## config.mk

```make
export PLATFORM = sky130hd
export DESIGN_NAME = iptc_top
export DESIGN_NICKNAME = d
export VERILOG_FILES = /design/src/rtl/iptc_pkg.sv /design/src/rtl/iptc_down_timer.sv /design/src/rtl/iptc_top.sv
export SDC_FILE = /design/constraint.sdc
export NUM_CORES = 1
export LEC_CHECK = 0
export BUFFER_PORTS_ARGS = -buffer_cell sky130_fd_sc_hd__buf_4
export CORE_ASPECT_RATIO = 0.75
export CORE_MARGIN = 2
export CORE_UTILIZATION = 40
export DETAILED_ROUTE_END_ITERATION = 8
export REMOVE_ABC_BUFFERS = 1
export SYNTH_ARGS = -nofsm -noshare
export SYNTH_HDL_FRONTEND = slang
export SYNTH_SLANG_ARGS = --single-unit
```

## constraint.sdc

```tcl
create_clock -name CLK_I -period 5.7 [get_ports CLK_I]
set_input_delay 0.57 -clock CLK_I [delete_from_list [all_inputs] [get_ports CLK_I]]
set_output_delay 0.57 -clock CLK_I [all_outputs]
set_load 0.01 [all_outputs]
```

## src/rtl/iptc_pkg.sv

```systemverilog
`default_nettype none
package iptc_pkg;
  // ***********************************************************
  // Register map (byte addresses; printed offsets not all word aligned)
  // ***********************************************************
  localparam logic [7:0] IDX_RUN   = 8'h0C;
  localparam logic [7:0] IDX_WAVE  = 8'h0E;
  localparam logic [7:0] IDX_FLAGS = 8'h0F;
  localparam logic [7:0] IDX_MASK  = 8'h10;
  localparam logic [7:0] IDX_PRE0  = 8'h11;
  localparam logic [7:0] IDX_SCALE = 8'h15;
  localparam logic [7:0] IDX_PORT5 = 8'h16;
  localparam int         ADDR_W    = 12;
  localparam logic [ADDR_W-1:0] ADDR_RUN   = ADDR_W'({IDX_RUN, 2'b00});
  localparam logic [ADDR_W-1:0] ADDR_WAVE  = ADDR_W'({IDX_WAVE, 2'b00});
  localparam logic [ADDR_W-1:0] ADDR_FLAGS = ADDR_W'({IDX_FLAGS, 2'b00});
  localparam logic [ADDR_W-1:0] ADDR_MASK  = ADDR_W'({IDX_MASK, 2'b00});
  localparam logic [ADDR_W-1:0] ADDR_PRE0  = ADDR_W'({IDX_PRE0, 2'b00});
  localparam logic [ADDR_W-1:0] ADDR_SCALE = ADDR_W'({IDX_SCALE, 2'b00});
  localparam logic [ADDR_W-1:0] ADDR_PORT5 = ADDR_W'({IDX_PORT5, 2'b00});
  // ***********************************************************
  // Timer indices, run bit positions and flag positions
  // ***********************************************************
  localparam int TMR_C1 = 0;
  localparam int TMR_C2 = 1;
  localparam int TMR_HP = 2;
  localparam int TMR_LP = 3;
  localparam int NUM_TMR = 4;
  localparam int FLG_MAIN = 0;
  localparam int FLG_EXTA = 1;
  localparam int FLG_EXTB = 2;
  localparam int FLG_TMR0 = 3;
  localparam int FLG_PCHG = 7;
  localparam int WAV_EXTA = 0;
  localparam int WAV_EXTB = 1;
  localparam int WAV_TIN  = 2;
  localparam int WAV_OPIN = 3;
  localparam int WAV_LOW  = 5;
  localparam int WAV_CARR = 6;
  localparam int WAV_EN   = 7;
  localparam int P5_OUT_BIT = 7;
  localparam logic [7:0] RUN_WMASK  = 8'h0F;
  localparam logic [7:0] WAVE_WMASK = 8'hEF;
  localparam logic [7:0] RST_BYTE   = 8'h00;
  localparam logic [7:0] RST_SCALE  = 8'h00;
  localparam int PIN_SYNC = 3;
  typedef enum logic [1:0] {
    IPTC_IDLE  = 2'b00,
    IPTC_HIGH  = 2'b01,
    IPTC_LOW   = 2'b10
  } iptc_wave_t;
  typedef struct packed {
    logic       tick;
    logic       carrier;
    logic [3:0] underflow;
  } iptc_tmr_ev_t;
endpackage
`default_nettype wire

```

## src/rtl/iptc_down_timer.sv

```systemverilog
`default_nettype none
module iptc_down_timer (
  // Clock and reset
  input  wire logic       clk_i,
  input  wire logic       arst_n_i,
  // Control
  input  wire logic       run_i,
  input  wire logic       restart_i,
  input  wire logic [7:0] preset_i,
  input  wire logic [7:0] scale_i,
  // Events
  output logic            underflow_o,
  output logic [7:0]      count_o
);
  import iptc_pkg::*;
  logic [7:0] pre_cnt;
  logic       step;
  assign step = run_i && (pre_cnt == 8'h00);
  // Prescaler divides by scale+1; frozen while stopped so resumption is seamless
  always_ff @(posedge clk_i or negedge arst_n_i) begin
    if (!arst_n_i) begin
      pre_cnt <= 8'h00;
    end else if (restart_i) begin
      pre_cnt <= scale_i;
    end else if (run_i) begin
      pre_cnt <= (pre_cnt == 8'h00) ? scale_i : pre_cnt - 8'h01;
    end
  end
  always_ff @(posedge clk_i or negedge arst_n_i) begin
    if (!arst_n_i) begin
      count_o     <= 8'h00;
      underflow_o <= 1'b0;
    end else begin
      underflow_o <= step && (count_o == 8'h00);
      if (restart_i) begin
        count_o <= preset_i;
      end else if (step) begin
        count_o <= (count_o == 8'h00) ? preset_i : count_o - 8'h01;
      end
    end
  end
endmodule
`default_nettype wire

```

## src/rtl/iptc_top.sv

```systemverilog
// Overview of operation
// - Run bit 3 gates low-pulse timer
// - Run bit 2 gates high-pulse timer
// - Run bit 1 gates second counter
// - Run bit 0 gates first counter
// - Waveform enable; off follows port5 bit7
// - PWM mode: high/low from pulse timers
// - IR mode: low time carrier-modulated
// - Low-only select ignores high timer
// - Output function selects waveform pin
// - Timer input function selects clock pin
// - Second external irq pin function
// - First external irq pin function
// - Status bits set on events
// - Port 6/8 change sets bit 7
// - Pulse timer underflows set bits 6,5
// - Counter underflows set bits 4,3
// - External irq events set bits 2,1
// - Main timer overflow sets bit 0
// - 8-bit down counters auto reload
// - Mask gates flags onto request
`default_nettype none
module iptc_top (
  // Clock and reset
  input  wire logic                       CLK_I,
  input  wire logic                       ARST_N_I,
  // APB slave
  input  wire logic                       PSEL_I,
  input  wire logic                       PENABLE_I,
  input  wire logic                       PWRITE_I,
  input  wire logic [iptc_pkg::ADDR_W-1:0] PADDR_I,
  input  wire logic [31:0]                PWDATA_I,
  output logic      [31:0]                PRDATA_O,
  output logic                            PREADY_O,
  output logic                            PSLVERR_O,
  // Shared port 5 pins and external events
  input  wire logic [3:0]                 P5_PIN_I,
  input  wire logic [15:0]                P68_PIN_I,
  input  wire logic                       MAIN_TIMER_OVF_I,
  // Waveform pin and function selects
  output logic                            WAVE_PIN_O,
  output logic                            WAVE_PIN_OE_O,
  output logic                            TIMER_CLK_O,
  output logic                            TIMER_IN_SEL_O,
  output logic                            IRQ_O
);
  import iptc_pkg::*;

  // ***********************************************************
  // Registers
  // ***********************************************************
  logic [7:0]        run_reg;
  logic [7:0]        wave_reg;
  logic [7:0]        flags;
  logic [7:0]        mask;
  logic [7:0]        scale;
  logic [7:0]        port5;
  logic [7:0]        preset [NUM_TMR];
  logic [NUM_TMR-1:0] restart;
  logic [NUM_TMR-1:0] tmr_uf;
  logic [7:0]        tmr_cnt [NUM_TMR];
  logic [NUM_TMR-1:0] tmr_run;
  logic              wr_acc;
  logic              rd_acc;
  logic              mapped;
  logic [7:0]        rd_byte;
  logic [7:0]        next_flags;
  logic [7:0]        ev;

  function automatic logic hit(input logic [ADDR_W-1:0] a, input logic [ADDR_W-1:0] b);
    return a == b;
  endfunction

  // ***********************************************************
  // APB: zero wait states, unmapped addresses give PSLVERR
  // ***********************************************************
  assign wr_acc = PSEL_I && !PENABLE_I && PWRITE_I;
  assign rd_acc = PSEL_I && !PENABLE_I && !PWRITE_I;

  always_comb begin
    mapped  = 1'b1;
    rd_byte = 8'h00;
    if (hit(PADDR_I, ADDR_RUN)) begin
      rd_byte = run_reg;
    end else if (hit(PADDR_I, ADDR_WAVE)) begin
      rd_byte = wave_reg;
    end else if (hit(PADDR_I, ADDR_FLAGS)) begin
      rd_byte = flags;
    end else if (hit(PADDR_I, ADDR_MASK)) begin
      rd_byte = mask;
    end else if (hit(PADDR_I, ADDR_SCALE)) begin
      rd_byte = scale;
    end else if (hit(PADDR_I, ADDR_PORT5)) begin
      rd_byte = port5;
    end else if (PADDR_I >= ADDR_PRE0 && PADDR_I < ADDR_SCALE) begin
      rd_byte = preset[PADDR_I[3:2] - ADDR_PRE0[3:2]];
    end else begin
      mapped = 1'b0;
    end
    // Refused reads return zero, even inside the preset window
    if (PADDR_I[1:0] != 2'b00) begin
      mapped  = 1'b0;
      rd_byte = 8'h00;
    end
  end

  // Answer is registered in setup, so access phase completes in one cycle
  always_ff @(posedge CLK_I or negedge ARST_N_I) begin
    if (!ARST_N_I) begin
      PRDATA_O  <= 32'h0000_0000;
      PREADY_O  <= 1'b0;
      PSLVERR_O <= 1'b0;
    end else begin
      PREADY_O  <= wr_acc || rd_acc;
      PSLVERR_O <= PSEL_I && !PENABLE_I && !mapped;
      if (rd_acc) begin
        PRDATA_O <= {24'h00_0000, rd_byte};
      end
    end
  end

  // Write takes effect at the access edge
  logic        wr_go;
  logic [ADDR_W-1:0] wr_addr;
  assign wr_go   = PSEL_I && PENABLE_I && PWRITE_I && PREADY_O && !PSLVERR_O;
  assign wr_addr = PADDR_I;

  // unused bits dropped by write mask
  always_ff @(posedge CLK_I or negedge ARST_N_I) begin
    if (!ARST_N_I) begin
      run_reg  <= RST_BYTE;
      wave_reg <= RST_BYTE;
      mask     <= RST_BYTE;
      scale    <= RST_SCALE;
      port5    <= RST_BYTE;
    end else if (wr_go) begin
      if (hit(wr_addr, ADDR_RUN))   run_reg  <= PWDATA_I[7:0] & RUN_WMASK;
      if (hit(wr_addr, ADDR_WAVE))  wave_reg <= PWDATA_I[7:0] & WAVE_WMASK;
      if (hit(wr_addr, ADDR_MASK))  mask     <= PWDATA_I[7:0];
      if (hit(wr_addr, ADDR_SCALE)) scale    <= PWDATA_I[7:0];
      if (hit(wr_addr, ADDR_PORT5)) port5    <= PWDATA_I[7:0];
    end
  end

  // ***********************************************************
  // Timers
  // ***********************************************************
  function automatic logic [ADDR_W-1:0] pre_addr(input int i);
    return ADDR_PRE0 + ADDR_W'(4 * i);
  endfunction

  // Preset write restarts the timer from the new value
  always_ff @(posedge CLK_I or negedge ARST_N_I) begin
    if (!ARST_N_I) begin
      for (int i = 0; i < NUM_TMR; i++) begin
        preset[i] <= RST_BYTE;
      end
      restart <= '0;
    end else begin
      for (int i = 0; i < NUM_TMR; i++) begin
        restart[i] <= wr_go && hit(wr_addr, pre_addr(i));
        if (wr_go && hit(wr_addr, pre_addr(i))) begin
          preset[i] <= PWDATA_I[7:0];
        end
      end
    end
  end

  genvar g;
  generate
    for (g = 0; g < NUM_TMR; g++) begin : g_tmr
      // run bits gate and hold counters
      iptc_down_timer u_tmr (
        .clk_i       (CLK_I),
        .arst_n_i    (ARST_N_I),
        .run_i       (tmr_run[g]),
        .restart_i   (restart[g]),
        .preset_i    (preset[g]),
        .scale_i     (scale),
        .underflow_o (tmr_uf[g]),
        .count_o     (tmr_cnt[g])
      );
    end
  endgenerate

  // ***********************************************************
  // Waveform generator
  // ***********************************************************
  iptc_wave_t wstate;
  logic       carrier;
  logic       wave;
  logic       low_only;
  assign low_only = wave_reg[WAV_LOW];

  always_comb begin
    tmr_run        = run_reg[NUM_TMR-1:0];
    tmr_run[TMR_HP] = run_reg[TMR_HP] && !(wave_reg[WAV_EN] && low_only)
                      && !(wave_reg[WAV_EN] && wstate == IPTC_LOW);
    if (wave_reg[WAV_EN] && wstate == IPTC_HIGH) begin
      tmr_run[TMR_LP] = run_reg[TMR_LP] && low_only;
    end
  end

  // high then low phases from pulse timers
  always_ff @(posedge CLK_I or negedge ARST_N_I) begin
    if (!ARST_N_I) begin
      wstate <= IPTC_IDLE;
    end else begin
      case (wstate)
        IPTC_IDLE: begin
          if (wave_reg[WAV_EN]) wstate <= low_only ? IPTC_LOW : IPTC_HIGH;
        end
        IPTC_HIGH: begin
          if (!wave_reg[WAV_EN]) wstate <= IPTC_IDLE;
          else if (tmr_uf[TMR_HP] || low_only) wstate <= IPTC_LOW;
        end
        IPTC_LOW: begin
          if (!wave_reg[WAV_EN]) wstate <= IPTC_IDLE;
          else if (tmr_uf[TMR_LP] && !low_only) wstate <= IPTC_HIGH;
        end
        default: wstate <= IPTC_IDLE;
      endcase
    end
  end

  // carrier toggles on second counter underflow
  always_ff @(posedge CLK_I or negedge ARST_N_I) begin
    if (!ARST_N_I) begin
      carrier <= 1'b0;
    end else if (tmr_uf[TMR_C2]) begin
      carrier <= !carrier;
    end
  end

  // low sections modulated in IR mode
  always_comb begin
    if (wstate == IPTC_HIGH) begin
      wave = 1'b1;
    end else if (wstate == IPTC_LOW && wave_reg[WAV_CARR]) begin
      wave = carrier;
    end else if (low_only && wstate == IPTC_LOW) begin
      wave = tmr_cnt[TMR_LP][0];
    end else begin
      wave = 1'b0;
    end
  end

  // pin mux between generator and port 5 bit 7
  always_ff @(posedge CLK_I or negedge ARST_N_I) begin
    if (!ARST_N_I) begin
      WAVE_PIN_O    <= 1'b0;
      WAVE_PIN_OE_O <= 1'b0;
    end else if (wave_reg[WAV_OPIN] && wave_reg[WAV_EN]) begin
      WAVE_PIN_O    <= wave;
      WAVE_PIN_OE_O <= 1'b1;
    end else begin
      WAVE_PIN_O    <= port5[P5_OUT_BIT];
      WAVE_PIN_OE_O <= wave_reg[WAV_OPIN];
    end
  end

  // ***********************************************************
  // Pin synchronisers: change counted when stages 2 and 3 agree
  // ***********************************************************
  localparam int NSYNC = 20;
  logic [NSYNC-1:0] s1, s2, s3;
  always_ff @(posedge CLK_I or negedge ARST_N_I) begin
    if (!ARST_N_I) begin
      s1 <= '0;
      s2 <= '0;
      s3 <= '0;
    end else begin
      s1 <= {P68_PIN_I, P5_PIN_I};
      s2 <= s1;
      s3 <= s2;
    end
  end

  // A glitch that reaches stage 2 alone never counts as a change
  logic [NSYNC-1:0] pin_q;
  logic [NSYNC-1:0] settled;
  logic [NSYNC-1:0] pin_chg;
  assign settled = ~(s2 ^ s3);
  assign pin_chg = settled & (s3 ^ pin_q);
  always_ff @(posedge CLK_I or negedge ARST_N_I) begin
    if (!ARST_N_I) begin
      pin_q <= '0;
    end else begin
      pin_q <= (settled & s3) | (~settled & pin_q);
    end
  end

  // timer input pin routed to main timer clock
  always_ff @(posedge CLK_I or negedge ARST_N_I) begin
    if (!ARST_N_I) begin
      TIMER_CLK_O    <= 1'b0;
      TIMER_IN_SEL_O <= 1'b0;
    end else begin
      TIMER_CLK_O    <= wave_reg[WAV_TIN] && pin_q[WAV_TIN];
      TIMER_IN_SEL_O <= wave_reg[WAV_TIN];
    end
  end

  // ***********************************************************
  // Interrupt flags
  // ***********************************************************
  always_comb begin
    ev = 8'h00;
    ev[FLG_PCHG] = |pin_chg[NSYNC-1:4];
    ev[FLG_TMR0 +: NUM_TMR] = tmr_uf;
    // falling edge on enabled irq pins
    ev[FLG_EXTA] = wave_reg[WAV_EXTA] && pin_chg[0] && !s3[0];
    ev[FLG_EXTB] = wave_reg[WAV_EXTB] && pin_chg[1] && !s3[1];
    ev[FLG_MAIN] = MAIN_TIMER_OVF_I;
  end

  always_comb begin
    next_flags = flags;
    if (wr_go && hit(wr_addr, ADDR_FLAGS)) begin
      next_flags = flags & PWDATA_I[7:0];
    end
    next_flags = next_flags | ev;
  end

  always_ff @(posedge CLK_I or negedge ARST_N_I) begin
    if (!ARST_N_I) begin
      flags <= RST_BYTE;
    end else begin
      flags <= next_flags;
    end
  end

  always_ff @(posedge CLK_I or negedge ARST_N_I) begin
    if (!ARST_N_I) begin
      IRQ_O <= 1'b0;
    end else begin
      IRQ_O <= |(next_flags & mask);
    end
  end
endmodule
`default_nettype wire

```

# Yosys cells after proc, flatten, opt, wreduce, memory -nomap -nowiden

Index checks and enable logic that the tools add are counted.

Register bits: 245
Input bits: 70
Output and inout port bits: 39

$add $sub $neg: 9
Order comparisons: 3
Equal/unequal tests: 15
Mux-type cells: 57
Bitwise logic cells: 12
Reductions and logical operators: 75

Operators by type and width:

| operator                                                                       | count |
|---|---|
| 8-bit 2-to-1 mux                                                               | 35 |
| 12-bit by 7-bit equality test with 1-bit output (second input constant)        | 7 |
| 8-bit zero test                                                                | 8 |
| 8-bit by 1-bit subtractor with 8-bit output (second input constant)            | 8 |
| 20-bit AND                                                                     | 3 |
| 20-bit inverter                                                                | 2 |
| 20-bit bitwise XOR                                                             | 2 |
| 1-bit logical AND                                                              | 37 |
| 12-bit by 6-bit equality test with 1-bit output (second input constant)        | 3 |
| 20-bit OR                                                                      | 1 |
| 2-bit nonzero test                                                             | 9 |
| 8-bit AND                                                                      | 2 |
| 8-bit binary-select mux with 2-bit select                                      | 1 |
| 16-bit OR reduction                                                            | 1 |
| 1-bit 2-to-1 mux                                                               | 14 |
| 12-bit by 7-bit >= comparator with 1-bit output (second input constant)        | 1 |
| 12-bit by 7-bit less-than comparator with 1-bit output (second input constant) | 1 |
| 2-bit 2-to-1 mux                                                               | 6 |
| 1-bit zero test                                                                | 10 |
| 2-bit AND reduction                                                            | 5 |
| 8-bit OR                                                                       | 1 |
| 8-bit OR reduction                                                             | 1 |
| 3-bit by 2-bit inequality test with 1-bit output (second input constant)       | 2 |
| 2-bit case mux with 3 select lines                                             | 1 |
| other kinds (9)                                                                | 10 |

# Longest topological paths before layout

Gate-level depths: netlist of run 1.

Depth in word-level cells: 13
Depth in mapped cells: 10
Depth with buffers taken out: 8

# Hierarchy

Synthesis of run 1 repeated with hierarchy kept, for this count alone.

Cells, all modules: 1161
Area total of the unflattened synthesis: 11910.2 um2

By module, submodules not included:

| module          | times used | cells an instance | area an instance (um2) | sequential area each (um2) |
|---|---|---|---|---|
| iptc_top        | 1          | 665               | 7460.9                 | 4329.2 |
| iptc_down_timer | 4          | 124               | 1112.3                 | 425.4 |

# Worst setup path before layout of run 1

OpenSTA, ideal clock, no wires.

Path kind: in2reg
Start: input PADDR_I[2] (netlist name)
End: register PRDATA_O[3]
Arrival time: 2.395 ns
Data required time: 5.576 ns
Slack: 3.181 ns
Stages: 8
Buffers on the path: 2
Cells stage by stage: buf_2 inv_1 ha_1 buf_1 mux4_2 a222oi_1 nor4_1 a211o_1

Cells in the longest elaborated chain, start to end: 13

RTL lines:

| item                                                   | line            | text |
|---|---|---|
| start: declaration                                     | iptc_top.sv:31  | `input wire logic [iptc_pkg::ADDR_W-1:0] PADDR_I,` |
| 2-bit by 1-bit subtractor with 2-bit output            | iptc_top.sv:96  | `rd_byte = preset[PADDR_I[3:2] - ADDR_PRE0[3:2]];` |
| 2-bit inverter with 3-bit output (implied by the code) | iptc_top.sv:96  |  |
| 8-bit binary-select mux with 2-bit select              | iptc_top.sv:96  |  |
| 8-bit 2-to-1 mux (implied by the code) (2 in series)   | iptc_top.sv:96  |  |
| 8-bit 2-to-1 mux                                       | iptc_top.sv:95  | `end else if (PADDR_I >= ADDR_PRE0 && PADDR_I < ADDR_SCALE) begin` |
| 8-bit 2-to-1 mux                                       | iptc_top.sv:93  | `end else if (hit(PADDR_I, ADDR_PORT5)) begin` |
| 8-bit 2-to-1 mux                                       | iptc_top.sv:91  | `end else if (hit(PADDR_I, ADDR_SCALE)) begin` |
| 8-bit 2-to-1 mux                                       | iptc_top.sv:89  | `end else if (hit(PADDR_I, ADDR_MASK)) begin` |
| 8-bit 2-to-1 mux                                       | iptc_top.sv:87  | `end else if (hit(PADDR_I, ADDR_FLAGS)) begin` |
| 8-bit 2-to-1 mux                                       | iptc_top.sv:85  | `end else if (hit(PADDR_I, ADDR_WAVE)) begin` |
| 8-bit 2-to-1 mux *                                     | iptc_top.sv:83  | `if (hit(PADDR_I, ADDR_RUN)) begin` |
| 8-bit 2-to-1 mux *                                     | iptc_top.sv:101 | `if (PADDR_I[1:0] != 2'b00) begin` |
| end signal: assignment                                 | iptc_top.sv:117 | `PRDATA_O <= {24'h00_0000, rd_byte};` |
| end: declaration                                       | iptc_top.sv:33  | `output logic [31:0] PRDATA_O,` |

Every way passes the cells marked *; elsewhere a longest branch is shown, timed or not. The select of a mux whose other input is x is not followed.
A chain may end at the register's enable or synchronous reset.

# Final worst setup path of run 1

Start: register g_tmr[3].u_tmr.pre_cnt[5]
End: register g_tmr[3].u_tmr.count_o[0]

Cells in the longest elaborated chain, start to end: 3

RTL lines:

| item                                | line                  | text |
|---|---|---|
| start: declaration                  | iptc_down_timer.sv:16 | `logic [7:0] pre_cnt;` |
| start signal: assignment            | iptc_down_timer.sv:24 | `pre_cnt <= scale_i;` |
| start signal: assignment            | iptc_down_timer.sv:26 | `pre_cnt <= (pre_cnt == 8'h00) ? scale_i : pre_cnt - 8'h01;` |
| 8-bit zero test                     | iptc_down_timer.sv:18 | `assign step = run_i && (pre_cnt == 8'h00);` |
| 1-bit logical AND                   | iptc_down_timer.sv:18 |  |
| 2-bit nonzero test (no source line) | n/a                   |  |
| end signal: assignment              | iptc_down_timer.sv:36 | `count_o <= preset_i;` |
| end signal: assignment              | iptc_down_timer.sv:38 | `count_o <= (count_o == 8'h00) ? preset_i : count_o - 8'h01;` |
| end: declaration                    | iptc_down_timer.sv:13 | `output logic [7:0] count_o` |

Every way passes these cells.

==> results of run 1 <==
## power by group
part	switching [mW]	total (mW)	internal, mW
clock network	0.664	1.61	0.945
logic	0.120	0.183	0.0633
registers	0.0267	1.77	1.75
total	0.810	3.57	2.76
## layout by cell type (no fill, tap or decap), types with 8 or more instances in the layout
master,synthesis,layout
a211oi_1,8,8
a21oi_1,91,91
a22oi_1,10,10
a31oi_1,12,12
buf_4,25,59
clkbuf_16,0,25
conb_1,1,24
dfrtp_1,241,241
ha_1,20,20
inv_1,32,32
maj3_1,19,19
mux2_2,58,58
mux4_2,8,8
nand2_1,58,58
nand2b_1,27,27
nand3_1,19,19
nand4_1,11,11
nor2_1,109,109
nor2b_1,10,10
nor3_1,35,35
nor4_1,15,15
o21ai_0,101,101
o22ai_1,14,14
or3_1,11,11
## metal layers
layer	part of all wire	global-route usage	vias up	wire length, um
met3	0.068	0.0396	36	1950
met2	0.40	0.266	256	11500
met5	0	0	-	0
li1	-	-	4032	-
met4	0.017	0.0419	0	496
met1	0.51	0.317	4234	14800
## kinds of logic (layout without fill, tap and decap cells)
| kind of cell | after synthesis | after routing | synth area share |
|---|---|---|---|
| AND/OR/NAND/NOR | 349 | 349 | 0.162 |
| flip-flops | 241 | 241 | 0.524 |
| buffers and inverters | 101 | 137 | 0.0420 |
| multiplexers | 76 | 76 | 0.0832 |
| AO/OA/AOI/OAI | 289 | 289 | 0.148 |
| XOR/XNOR | 3 | 3 | 0.00228 |
| other | 1 | 24 | 0.000326 |
| adder cells (fa/ha/maj) | 39 | 39 | 0.0382 |
## worst max-delay path by stage
stage	end
3_3_place_gp	PRDATA_O[3]
4_1_cts	g_tmr[3].u_tmr.count_o[0]
2_1_floorplan	PRDATA_O[3]
3_5_place_dp	PRDATA_O[3]
6_report	g_tmr[3].u_tmr.count_o[0]
5_1_grt	g_tmr[3].u_tmr.count_o[0]
## final cells by class
cell class / instances / share of cell area
inverter: 33 / 0.00953
clock buffer: 35 / 0.0541
sequential: 241 / 0.464
multi-input combinational: 780 / 0.392
timing repair buffer: 61 / 0.0368
tap: 385 / 0.0371
clock inverter: 8 / 0.00712
## stage by stage
| stage | instance area [um2] | util | instances |
|---|---|---|---|
| final | 13000 | 0.461 | 1543 |
| after global routing | 13000 | 0.461 | 1543 |
| after CTS | 13000 | 0.461 | 1543 |
| after detailed placement | 12200 | 0.433 | 1500 |
| after global placement | 12200 | 0.433 | 1500 |
| after floorplan | 11200 | - | 1054 |
## worst max-delay path, cell delays in order, from the launching register on
cell      delay, ns
dfrtp_1        0.41
nor4_1         0.57
nand3_1        0.23
nand2b_1       0.51
nand2b_1       0.46
o311ai_0       0.46
==> metrics, run 1 <==
antenna violations before repair 0; TritonCTS Buffers 24; Distinct cells, synth 76; Pins Over Slew Limit 0; static leakage 5.81 nW; unrepaired setup endpoints after global routing false; H-tree levels 1; total of warnings raised by yosys 0; Die W ~200 um; biggest regs g_tmr.u_tmr.count_o: 32 flops, g_tmr.u_tmr.pre_cnt: 32 flops, preset: 32 flops; first-pass GRT wire length ~46,000 um; PostCTS Resize Cnt 0; Die ar. around 30,000 um2; area leader, netlist dfrtp_1; ys async rst share 1.00; register bit total from synthesis between 200 and 250; # fillers 2,658; Via density around 5.5; Initial Utilization 0.409; layout cells sized above 1 0.170; Total Wirelength approximately 29,000 um; number of global-route vias before repair roughly 8,000; Hold Slack around 0.0011 ns; Post-CTS Repair Setup Buffers 0; Crit path arrival time 3.16 ns; Routed WL per cell between 15 and 20 um; Tot Pwr between 3 and 4 mW; worst setup margin approximately 2.9 ns; synth-to-layout area growth 12.9%; Sequential Area approximately 6000 um2; final net count approximately 1,200; fmax around 360 MHz; pre-CTS setup slack approximately 2.6 ns; Crit. Startpoint g_tmr[3].u_tmr.pre_cnt[5]; Final Hold Fails 0; post-synth top area share 0.524; predominant post-synthesis flop cell dfrtp_1; Worst Path Max Fanout 18; Final min period between 2 and 3 ns; Port Buffers 59; CTS tree done; crit share post-route 0.486; hold-fix buffers at CTS 0; remaining global-route overflow 0; Max-cap violations 0; hpwl dp roughly 20,000 um; data required time at the worst endpoint 6.10 ns; Slew HR 0.251; skew final roughly 0.017 ns; status completed; Syn Area/Cell about 10 um2; Reg clk slew, reported paths around 0.07 ns; Seq/Total Area, Yosys 0.524; vias about 8,600; std cell rows 53; Ports between 100 and 150; number of setup violations in the final report 0; most numerous cell in the Yosys netlist dfrtp_1; Mapped Area between 10,000 and 15,000 um2; EDFF count, synth 0; CP endpoint kind flop; CP startpoint kind flop; Setup CP Type flop to flop; DRT antenna net count 0; violation count after the first detailed-route iteration about 680; pin count of the biggest net entering global routing 168; R2R setup slack slightly below 3 ns; DR pass1 iterations 5; synth cell count leaders dfrtp_1 (241), nor2_1 (109), o21ai_0 (101); Worst-Margin Slew roughly 1.1 ns; Ant. Diodes 0; Clock Latency Late Sink approximately 0.52 ns; Core ar. between 20,000 and 30,000 um2; VDD IR-drop max 177 uV; reg2reg end g_tmr[3].u_tmr.count_o[0]; Fin Setup TNS 0 ns; drt drc 0; overall routing resource usage 0.196; placer congestion estimate 0.930; Root Buffer clkbuf_16; Synth area leaders dfrtp_1 (52%), mux2_2 (5.7%), o21ai_0 (4.4%); multi-input logic area 5090 um2; Vert. Die Dim ~150 um; PD cells 274 nW/um2; launching point of the worst reg2reg path g_tmr[3].u_tmr.pre_cnt[5]; Bufs on Longest Clock Path 3; CTS Sinks ~240; Synth Instances 1,099; HP Class primary input to async pin; worst-case reg-to-reg path depth 5
Power figures use the tool's default switching activity.
==> inputs of run 2 (changes only) <==
clock period = 2.5 ns   (was 5.7 ns; I/O delays follow)
==> run 2 against run 1 <==
Largest power group unchanged. Clock skew shrank 0.0026 ns. Sequential share of layout area shrank 2.0 points. Sequential cell count is the same. First-iteration DRC count grew 6.8%. Critical path depth grew 2. Core utilization grew 2.0 points. Clock power grew 140%. Global-route usage grew 0.37 points.
==> metrics, run 2 (synthesis results as in run 1) <==
Fin Setup TNS 0 ns (unchanged); hold_sp PSEL_I; final net count 1,288 (was 1,231); # fillers 2,612 (was 2,658); Initial Utilization 0.409 (unchanged); Crit path arrival time 2.59 ns (was 3.16 ns); Endpoint, Worst Hold PREADY_O; R2R setup slack 0.30 ns (was 2.93 ns); Die W 200 um (unchanged); hpwl dp 21,000 um (was 20,400 um); Root Buffer clkbuf_16 (unchanged); worst setup margin 0.304 ns (was 2.93 ns); Post-CTS Repair Setup Buffers 0 (unchanged); std cell rows 53 (unchanged); crit share post-route 0.878 (was 0.486); multi-input logic area 5100 um2 (was 5090 um2); Sequential Area 6030 um2 (unchanged); H-tree levels 1 (unchanged); DP Cell Count 1,535 (was 1,500); Final Non-Filler Cells 1,600 (was 1,543); Top Family by Delay on Critical Path simple AND/OR/NAND/NOR gates (unchanged); drt drc 0 (unchanged); Slew HR 0.541 (was 0.251); Ports 109 (unchanged); CP startpoint kind flop (unchanged); PD cells 619 nW/um2 (was 274 nW/um2); Crit. Startpoint g_tmr[0].u_tmr.pre_cnt[2] (was g_tmr[3].u_tmr.pre_cnt[5]); first-pass GRT wire length 46,500 um (was 46,000 um); final instance area 13,600 um2 (was 13,000 um2); most common cell after layout, fill and taps aside dfrtp_1 (unchanged); Setup CP Type flop to flop (unchanged); Worst-Margin Slew 0.685 ns (was 1.12 ns); worst-path cell chain or4_1 > nor3_2 > buf_4 > a21o_1 > nor3_1 > a31oi_1 > o21ai_0 (was nor4_1 > nand3_1 > nand2b_1 > nand2b_1 > o311ai_0); number of setup violations in the final report 0 (unchanged); number of global-route vias before repair 8,252 (was 7,967); remaining global-route overflow 0 (unchanged); violation count after the first detailed-route iteration 724 (was 678); reg2reg end g_tmr[0].u_tmr.pre_cnt[0] (was g_tmr[3].u_tmr.count_o[0]); Final min period 2.20 ns (was 2.77 ns); antenna violations before repair 0 (unchanged); hold-critical path depth 2; Worst Path Max Fanout 8 (was 18); DR pass1 iterations 5 (unchanged); placer congestion estimate 0.979 (was 0.930); Pins Over Slew Limit 0 (unchanged); fmax 455 MHz (was 361 MHz); CTS tree done (unchanged); synth-to-layout area growth 17.8% (was 12.9%); Routed WL per cell 18.1 um (was 18.6 um); status completed (unchanged); pin count of the biggest net entering global routing 64 (was 168); vias 8,714 (was 8,558); HP Class primary input to flop (was primary input to async pin); most frequent cells in the layout dfrtp_1 (241), nor2_1 (109), o21ai_0 (101), buf_4 (92), a21oi_1 (91) (was dfrtp_1 (241), nor2_1 (109), o21ai_0 (101), a21oi_1 (91), buf_4 (59)); worst-case reg-to-reg path depth 7 (was 5); data required time at the worst endpoint 2.90 ns (was 6.10 ns); biggest regs g_tmr.u_tmr.count_o: 32 flops, g_tmr.u_tmr.pre_cnt: 32 flops, preset: 32 flops (unchanged); VDD IR-drop max 440 uV (was 177 uV); CTS Sinks 241 (unchanged); layout cells sized above 1 0.193 (was 0.170); Bufs on Longest Clock Path 3 (unchanged); CP max stage delay 0.59 ns (was 0.57 ns); dpl cell area 12,500 um2 (was 12,200 um2); WP buf/inv 1 (was 0); Total Wirelength 29,000 um (was 28,700 um); pre-CTS setup slack 0.253 ns (was 2.61 ns); Port Buffers 59 (unchanged); Via density 5.45 (was 5.55); Clock Latency Late Sink 0.52 ns (about the same); static leakage 6.10 nW (was 5.81 nW); TritonCTS Buffers 24 (unchanged); CP endpoint kind flop (unchanged); Vert. Die Dim 151 um (unchanged); launching point of the worst reg2reg path g_tmr[0].u_tmr.pre_cnt[2] (was g_tmr[3].u_tmr.pre_cnt[5]); DRT antenna net count 0 (unchanged); critical path's slowest cell or4_1 (was nor4_1); skew final 0.0141 ns (was 0.0168 ns); Die ar. 30,200 um2 (unchanged); Final Hold Fails 0 (unchanged); overall routing resource usage 0.200 (was 0.196); Reg clk slew, reported paths 0.06 ns (was 0.07 ns); Ant. Diodes 0 (unchanged); Core ar. 28,200 um2 (unchanged); Max-cap violations 0 (unchanged); unrepaired setup endpoints after global routing false (unchanged)
[run 2: cell count changes in the layout (fill, tap and decap cells not counted)]
cell and delta:
clkinvlp_4 +1, bufinv_16 +2, dlygate4sd3_1 +22, clkinv_2 -2, a31oi_2 +1, buf_12 +2, buf_4 +33, a31oi_1 -1
clkinv_4 +1, clkbuf_1 -2
[run 2: timing repair]
action | CTS | global route
hold buffers | 22 | 0
setup endpoints to repair | 0 | 5
endpoints found under the hold margin | 81 | 0
gates resized for setup | 0 | 1
[run 2: per-layer routing]
metal / vias up / global-route usage / routed length (um)
met4: 0 / 0.0352 / 443
met2: 243 / 0.274 / 11700
li1: 4164 / - / -
met3: 33 / 0.0421 / 2050
met1: 4274 / 0.323 / 14800
met5: - / 0 / 0
[run 2: how the worst max path moves through the flow]
stage                                           end  slack [ns]  cells after the start
after floorplan                         PRDATA_O[3]        0.33                      8
after global placement    g_tmr[2].u_tmr.count_o[7]        0.21                      6
after detailed placement  g_tmr[2].u_tmr.count_o[7]        0.25                      6
after CTS                 g_tmr[2].u_tmr.count_o[7]        0.23                      6
after global routing      g_tmr[0].u_tmr.pre_cnt[5]        0.08                      7
final                     g_tmr[0].u_tmr.pre_cnt[0]        0.30                      7
[run 2: through the flow]
stage               power [mW]  utilization  hold slack (ns)
CTS                       8.50        0.481           0.0109
global route              8.74        0.482           0.0175
finish                    8.40        0.482           0.0257
detailed placement        4.56        0.443            0.232
global placement          4.55        0.443            0.236
floorplan                 4.29            -          -0.0456
[run 2: power breakdown]
group	internal, mW	switching (mW)
clock network	2.36	1.53
logic	0.185	0.285
registers	3.98	0.0600
total	6.53	1.88
[run 2: area by class of cell]
class,count,share of cell area
tap,385,0.0355
sequential,241,0.444
multi-input combinational,780,0.376
inverter,33,0.00913
timing repair buffer,118,0.0726
clock inverter,10,0.0117
clock buffer,33,0.0512
[run 2: worst reg2reg max path, cell delays in order (launching register included)]
cell and delay, ns:
dfrtp_1 0.45, or4_1 0.59, nor3_2 0.25, buf_4 0.18
a21o_1 0.27, nor3_1 0.07, a31oi_1 0.15, o21ai_0 0.11
